==> src/rtl/charger_adc_status_map.vh <==
`ifndef CHARGER_ADC_STATUS_MAP_VH
`define CHARGER_ADC_STATUS_MAP_VH

`define ADDR_SYSTEM_VOLTAGE_RESULT 8'h0f
`define ADDR_THERMISTOR_PERCENT_RESULT 8'h10
`define ADDR_BUS_VOLTAGE_RESULT 8'h11
`define ADDR_CHARGE_CURRENT_RESULT 8'h12
`define ADDR_POWER_LIMIT_STATUS 8'h13

`define RESET_RESULT 8'h00
`define CODE_WIDTH 7
`define LIMIT_WIDTH 6

`define BIT_SUPPLY_GOOD 7
`define BIT_VOLTAGE_LIMITING 7
`define BIT_CURRENT_LIMITING 6

`endif

==> src/rtl/result_field.v <==
`include "charger_adc_status_map.vh"

// One result field: captures a whole code on a strobe, so a read never
// sees a half-updated value.
module result_field #(
   parameter WIDTH = 7
) (
   input wire i_clock,
   input wire i_reset,
   input wire i_enable,
   input wire i_load,
   input wire [WIDTH-1:0] i_value,
   output wire [WIDTH-1:0] o_value
);

   reg [WIDTH-1:0] value_ff;
   reg [WIDTH-1:0] nxt_value;

   always @* begin
      nxt_value = value_ff;
      if (i_load) begin
         nxt_value = i_value;
      end
   end

   always @(posedge i_clock) begin
      if (i_reset) begin
         value_ff <= {WIDTH{1'b0}};
      end else if (i_enable) begin
         value_ff <= nxt_value;
      end
   end

   assign o_value = value_ff;

endmodule

==> src/rtl/charger_adc_status_registers.v <==
`include "charger_adc_status_map.vh"

// Five read-only result/status registers. The converter and charger core
// run on i_clock and present whole codes with a load strobe; the status
// flags come from analog comparators and are synchronised here.
module charger_adc_status_registers (
   input wire i_clock,
   input wire i_reset,
   input wire i_enable,
   // Converter results, same clock domain
   input wire i_conversion_done,
   input wire [6:0] i_system_voltage_code,
   input wire [6:0] i_thermistor_percent_code,
   input wire [6:0] i_input_bus_voltage_code,
   input wire [6:0] i_charge_current_code,
   // Charger core, same clock domain
   input wire i_limit_update,
   input wire [5:0] i_optimized_input_limit_code,
   // Comparator levels from the analog side
   input wire i_battery_below_short,
   input wire i_input_supply_good,
   input wire i_input_voltage_limiting_flag,
   input wire i_input_current_limiting_flag,
   // Register access port
   input wire i_read,
   input wire i_write,
   input wire [7:0] i_address,
   input wire [7:0] i_write_data,
   output wire o_read_valid,
   output wire o_address_hit,
   output reg [7:0] o_read_data
);

   ////////////////////////////////////////////////////////////////////////

   reg [3:0] sync1_ff;
   reg [3:0] sync2_ff;
   reg [7:0] read_data_ff;
   reg read_valid_ff;
   reg [7:0] nxt_read_data;

   wire [6:0] system_voltage_code;
   wire [6:0] thermistor_percent_code;
   wire [6:0] input_bus_voltage_code;
   wire [6:0] charge_current_code;
   wire [5:0] optimized_input_limit_code;
   wire [6:0] charge_current_gated;
   wire battery_short;
   wire input_supply_good;
   wire input_voltage_limiting_flag;
   wire input_current_limiting_flag;

   function is_mapped;
      input [7:0] addr;
      begin
         is_mapped = (addr >= `ADDR_SYSTEM_VOLTAGE_RESULT) &&
                     (addr <= `ADDR_POWER_LIMIT_STATUS);
      end
   endfunction

   ////////////////////////////////////////////////////////////////////////
   // Two-stage synchronisers for the asynchronous comparator levels

   always @(posedge i_clock) begin
      if (i_reset) begin
         sync1_ff <= 4'h0;
         sync2_ff <= 4'h0;
      end else if (i_enable) begin
         sync1_ff <= {i_battery_below_short, i_input_supply_good,
                      i_input_voltage_limiting_flag,
                      i_input_current_limiting_flag};
         sync2_ff <= sync1_ff;
      end
   end

   assign battery_short = sync2_ff[3];
   assign input_supply_good = sync2_ff[2];
   assign input_voltage_limiting_flag = sync2_ff[1];
   assign input_current_limiting_flag = sync2_ff[0];

   ////////////////////////////////////////////////////////////////////////
   // Result fields, each loaded whole on its strobe

   // A short battery forces the code to zero at capture, so the stored
   // result is consistent with the condition seen at conversion time.
   assign charge_current_gated = battery_short ? 7'h00 :
                                 i_charge_current_code;

   result_field #(.WIDTH(7)) u_system_voltage (
      .i_clock(i_clock),
      .i_reset(i_reset),
      .i_enable(i_enable),
      .i_load(i_conversion_done),
      .i_value(i_system_voltage_code),
      .o_value(system_voltage_code)
   );

   result_field #(.WIDTH(7)) u_thermistor_percent (
      .i_clock(i_clock),
      .i_reset(i_reset),
      .i_enable(i_enable),
      .i_load(i_conversion_done),
      .i_value(i_thermistor_percent_code),
      .o_value(thermistor_percent_code)
   );

   result_field #(.WIDTH(7)) u_input_bus_voltage (
      .i_clock(i_clock),
      .i_reset(i_reset),
      .i_enable(i_enable),
      .i_load(i_conversion_done),
      .i_value(i_input_bus_voltage_code),
      .o_value(input_bus_voltage_code)
   );

   result_field #(.WIDTH(7)) u_charge_current (
      .i_clock(i_clock),
      .i_reset(i_reset),
      .i_enable(i_enable),
      .i_load(i_conversion_done),
      .i_value(charge_current_gated),
      .o_value(charge_current_code)
   );

   result_field #(.WIDTH(6)) u_optimized_limit (
      .i_clock(i_clock),
      .i_reset(i_reset),
      .i_enable(i_enable),
      .i_load(i_limit_update),
      .i_value(i_optimized_input_limit_code),
      .o_value(optimized_input_limit_code)
   );

   ////////////////////////////////////////////////////////////////////////
   // Read port; writes are accepted on the port but change nothing

   always @* begin
      case (i_address)
         `ADDR_SYSTEM_VOLTAGE_RESULT: begin
            nxt_read_data = {1'b0, system_voltage_code};
         end
         `ADDR_THERMISTOR_PERCENT_RESULT: begin
            nxt_read_data = {1'b0, thermistor_percent_code};
         end
         `ADDR_BUS_VOLTAGE_RESULT: begin
            nxt_read_data = {input_supply_good,
                             input_bus_voltage_code};
         end
         `ADDR_CHARGE_CURRENT_RESULT: begin
            nxt_read_data = {1'b0, charge_current_code};
         end
         `ADDR_POWER_LIMIT_STATUS: begin
            nxt_read_data = {input_voltage_limiting_flag,
                             input_current_limiting_flag,
                             optimized_input_limit_code};
         end
         default: begin
            nxt_read_data = 8'h00;
         end
      endcase
   end

   // Data is captured in one cycle from whole stored fields, so a read
   // cannot straddle a field update.
   always @(posedge i_clock) begin
      if (i_reset) begin
         read_data_ff <= `RESET_RESULT;
         read_valid_ff <= 1'b0;
      end else if (i_enable) begin
         read_valid_ff <= i_read;
         if (i_read) begin
            read_data_ff <= nxt_read_data;
         end
      end
   end

   // i_write and i_write_data are deliberately unused: every bit is
   // read-only.

   always @* begin
      o_read_data = read_data_ff;
   end

   assign o_read_valid = read_valid_ff;
   assign o_address_hit = is_mapped(i_address);

endmodule

==> config.mk <==
export PLATFORM = sky130hd
export DESIGN_NAME = charger_adc_status_registers
export DESIGN_NICKNAME = d
export VERILOG_FILES = /design/src/rtl/result_field.v /design/src/rtl/charger_adc_status_registers.v
export VERILOG_INCLUDE_DIRS = /design/src /design/src/rtl
export SDC_FILE = /design/constraint.sdc
export NUM_CORES = 1
export LEC_CHECK = 0
export BUFFER_PORTS_ARGS = -buffer_cell sky130_fd_sc_hd__buf_2
export CAP_MARGIN = 20
export CORE_UTILIZATION = 49
export DETAILED_ROUTE_END_ITERATION = 7
export PLACE_DENSITY = 0.8
export SYNTH_ARGS = -nofsm -noshare
export SYNTH_HDL_FRONTEND = slang
export SYNTH_SLANG_ARGS = --single-unit
==> constraint.sdc <==
create_clock -name i_clock -period 1.45 [get_ports i_clock]
set_input_delay 0 -clock i_clock [delete_from_list [all_inputs] [get_ports i_clock]]
set_output_delay 0 -clock i_clock [all_outputs]
set_load 0.01 [all_outputs]
## Word level (Yosys, flattened, before mapping)

Cells that the tools add are included.

- Magnitude comparators: 2
- Equal/unequal tests: 5
- Multiplexer cells: 2
- Reductions and logical operators: 4

Operators by type and width:

| operator | number |
|---|---|
| $pmux 8 s5 | 1 |
| $eq 8x5->1 const B | 4 |
| $eq 8x4->1 const B | 1 |
| $ge 8x4->1 const B | 1 |
| $le 8x5->1 const B | 1 |
| $mux 7 | 1 |
| $reduce_and 2->1 | 3 |
| $logic_and 1x1->1 | 1 |

- Bits in registers: 51
- Output and inout port bits: 10
- Logic and storage cells: 22

## Depth between registers and ports, before layout

- Depth after elaboration: 2
- Gate-level depth with buffers: 5
- Mapped depth without buffers: 4

## Cells and area by module

A second synthesis with hierarchy kept.

- Cell total of the unflattened synthesis: 231
- Area total of the unflattened synthesis: 2396.0 µm²

Modules (own cells, without submodules):

| module | times used | cells each | area each (µm²) | seq. area each (µm²) |
|---|---|---|---|---|
| result_field (u_charge_current ...) | 4 | 30 | 299.0 | 140.1 |
| charger_adc_status_registers | 1 | 85 | 940.9 | 340.3 |
| result_field (u_optimized_limit) | 1 | 26 | 259.0 | 120.1 |

## Worst setup path after synthesis

OpenSTA, ideal clock, no wires.

- Path type: register -> register
- Start point: reg u_optimized_limit.value_ff[0] (netlist: u_optimized_limit.o_value[0])
- End point: reg read_data_ff[0] (netlist: o_read_data[0])
- Arrival time: 983 ps
- Required time: 1324 ps
- Setup slack: 341 ps
- Stages on the path, launching flop included: 4
- Buffers on the path: 0
- Clock period less this slack: 1109 ps
- Cell sequence: dfxtp_1 > mux4_2 > a32oi_1 > o21ai_1

- Word-level cells in the longest chain between the ends: 1

RTL lines:

| item | RTL line | source |
|---|---|---|
| from (decl) | result_field.v:16 | `reg [WIDTH-1:0] value_ff;` |
| from (signal assigned) | result_field.v:28 | `value_ff <= {WIDTH{1'b0}};` |
| from (signal assigned) | result_field.v:30 | `value_ff <= nxt_value;` |
| $pmux 8 s5 | charger_adc_status_registers.v:138 | `case (i_address)` |
| to (signal assigned) | charger_adc_status_registers.v:167 | `` read_data_ff <= `RESET_RESULT; `` |
| to (signal assigned) | charger_adc_status_registers.v:172 | `read_data_ff <= nxt_read_data;` |
| to (decl) | charger_adc_status_registers.v:38 | `reg [7:0] read_data_ff;` |

No other way between the ends.
A chain may end at the register's enable or synchronous reset.

## Worst setup path in the final report

- Start point: reg sync2_ff[0]
- End point: reg read_data_ff[6] (netlist: o_read_data[6])

- Word-level cells in the longest chain between the ends: 1

RTL lines:

| item | RTL line | source |
|---|---|---|
| from (decl) | charger_adc_status_registers.v:37 | `reg [3:0] sync2_ff;` |
| from (signal assigned) | charger_adc_status_registers.v:72 | `sync2_ff <= sync1_ff;` |
| $pmux 8 s5 | charger_adc_status_registers.v:138 |  |

No other way between the ends.

==> impl_metrics.json <==
{
  "crit_fanout": 2,
  "hold_class": "primary input to register",
  "fin_skew_ns": 0.00396,
  "worstMarginPinSlew_ns": 0.511,
  "pre_cts_slack_ns": 0.186,
  "syn_avg_cell_area_um2": 9.03,
  "diodes": 0,
  "cts_buffer_depth": 2,
  "status": "finished, violations left",
  "critPathLaunchType": "register",
  "h-tree-depth": 2,
  "placed_area_mm2": 0.00242,
  "crit_family": "multiplexers",
  "io_pins": 71,
  "synth_area_leaders": "dfxtp_1 49%, nand2_1 12%, a21oi_1 8.8%",
  "synth.distinct_cells": 23,
  "synth_top_family_by_area": "simple AND/OR/NAND/NOR gates",
  "gp_congestion": 0.767,
  "mostFrequentLayoutCells": "66 x nand2_1, 61 x buf_2, 51 x dfxtp_1, 37 x a21oi_1, 37 x dlygate4sd3_1",
  "cts_tree": "done",
  "drive_gt1_frac": 0.252,
  "vias_per_cell": 5.29,
  "wl_per_cell_um": 13.4,
  "drc": 0,
  "path_buf_inv": 0,
  "die-area_mm2": 0.00454,
  "synth_warnings": 0,
  "track_usage": 0.242,
  "synth.top_cell.area_share": 0.487,
  "max_stage_delay_ns": 0.48,
  "cts_sinks": 51,
  "wirelength_mm": 5.03,
  "portBuffers": 61,
  "critPathCaptureType": "register",
  "violations": "hold timing",
  "grt_use_met2": 0.416,
  "final_area_mm2": 0.00287,
  "grt_max_degree": 29,
  "relSlewSlack": 0.660,
  "cts_made_buffers": 5,
  "seq_area_frac_synth": 0.487,
  "worstSetupPathType": "register to register",
  "p_leak_nw": 1.18,
  "cts.clk_slew.worst_paths_ns": 0.08,
  "dr.pass1.iters": 4,
  "clockRootBuffer": "clkbuf_8",
  "ir_worst_vdd_v": 0.000621,
  "antenna_left": 0,
  "synthXorXnorAreaFrac": 0,
  "synth_fa_ha_area_frac": 0,
  "synthMuxAreaShare": 0.118,
  "finalHoldViolCount": 1,
  "ys_ff_latch": 51,
  "cp_slowest_cell": "mux4_2",
  "coreArea_mm2": 0.00406,
  "synth-compound-area-share": 0.144,
  "grt_antenna_before_repair": 0,
  "cts_resized": 0,
  "fin_nets": 388,
  "grt-ovfl-total": 0,
  "die_h_um": 67.4,
  "syn_inst": 232,
  "p_per_area_mw_per_mm2": 901,
  "rsz0062_at_grt": "false",
  "hpwl_mm": 3.32,
  "die_w_um": 67.4,
  "worst_slack_ns": 0.208,
  "syn_nets": 293,
  "grt_use_met3": 0.0608,
  "area_growth_pct": 36.9,
  "syn_area_mm2": 0.00209,
  "grt_pass1_wl_mm": 8.14,
  "fin_crit_ns": 1.24,
  "layout_commonest_cell": "nand2_1",
  "finalSetupViolCount": 0,
  "start_util": 0.516,
  "path_cells": "mux4_2 -> a32oi_1 -> o21ai_1",
  "clk_latency_ns": 0.29,
  "crit_arrival_ns": 1.42,
  "top_usage_layer": "met2",
  "grt_pass1_vias": 1831,
  "met1_usage": 0.300,
  "finalMaxSlewViolations": 0,
  "cap_violations": 0,
  "vias": 1990,
  "yosys.area_share.simple": 0.214,
  "hold_buffers": 37,
  "first_iter_violations": 151,
  "final_core_util": 0.706,
  "fin_hold_ws_ns": -0.00562,
  "synth_top_area_cell": "dfxtp_1",
  "cts_setup_buffers": 0,
  "required_ns": 1.63,
  "max_freq_mhz": 805,
  "min_period_over_period": 0.857,
  "fp-row-count": 23,
  "finalSetupTns_ns": 0
}
==> worst register-to-register path, stage by stage (launching register included) <==
cell	delay, ns
dfxtp_1	0.31
mux4_2	0.48
a32oi_1	0.26
o21ai_1	0.08
==> through the flow <==
stage / cells / power [W]
floorplan: 232 / 0.00168
global route: 376 / 0.00269
finish: 376 / 0.00258
global placement: 333 / 0.00179
CTS: 376 / 0.00258
detailed placement: 333 / 0.00180
==> per-layer routing <==
layer / vias up / part of all wire
met1: 927 / 0.42
met3: 4 / 0.059
met5: - / 0
met4: 0 / 0.0048
li1: 991 / -
met2: 68 / 0.51
==> sequential cells by signal, indices dropped and copies added, names as in the netlist <==
signal	count
sync1_ff	4
u_charge_current.o_value	7
o_read_data	8
u_optimized_limit.o_value	6
u_input_bus_voltage.o_value	7
u_system_voltage.o_value	7
o_read_valid	1
u_thermistor_percent.o_value	7
sync2_ff	4
==> cells by family (layout without fill, tap and decap cells) <==
kind of cell	after synthesis	after routing
flops	51	51
mux	16	16
compound gates	53	53
buf+inv	15	109
simple gates	97	97
==> final timing paths <==
path / startpoint / to / slack, ns / cells after the start
max: sync2_ff[0] / o_read_data[6] / 0.21 / 3
min: i_input_bus_voltage_code[5] / u_input_bus_voltage.o_value[5] / -0.006 / 3
max reg2reg: sync2_ff[0] / o_read_data[6] / 0.21 / 3
min reg2reg: o_read_data[4] / o_read_data[4] / 0.45 / 2
==> cell usage after synthesis <==
| master | instances |
|---|---|
| buf_6 | 1 |
| nand4_2 | 1 |
| a32oi_1 | 7 |
| mux4_2 | 7 |
| buf_2 | 7 |
| mux2i_1 | 9 |
| nor3b_4 | 2 |
| dfxtp_1 | 51 |
| a21o_1 | 1 |
| o21ai_1 | 7 |
| nor2_1 | 10 |
| o211ai_2 | 1 |
| nand2_1 | 66 |
| clkbuf_1 | 5 |
| nand2b_1 | 1 |
| buf_1 | 1 |
| and2_1 | 1 |
| buf_4 | 1 |
| nor3_1 | 1 |
| a21oi_1 | 37 |
| nand3_1 | 7 |
| nor3b_1 | 1 |
| nand3b_1 | 7 |
==> layout make-up <==
cell class | instances | area [um^2]
fill | 322 | 1190
sequential | 51 | 1020
multi-input combinational | 166 | 997
timing repair buffer | 103 | 713
clock buffer | 6 | 72.6
tap | 50 | 62.6
==> report_power, final <==
group / internal, W / switching [W]
Clock: 0.000323 / 0.000416
Combinational: 0.000196 / 0.000165
Sequential: 0.00145 / 0.0000297
Total: 0.00197 / 0.000611
Note: power is estimated with default switching activity, not from simulation.
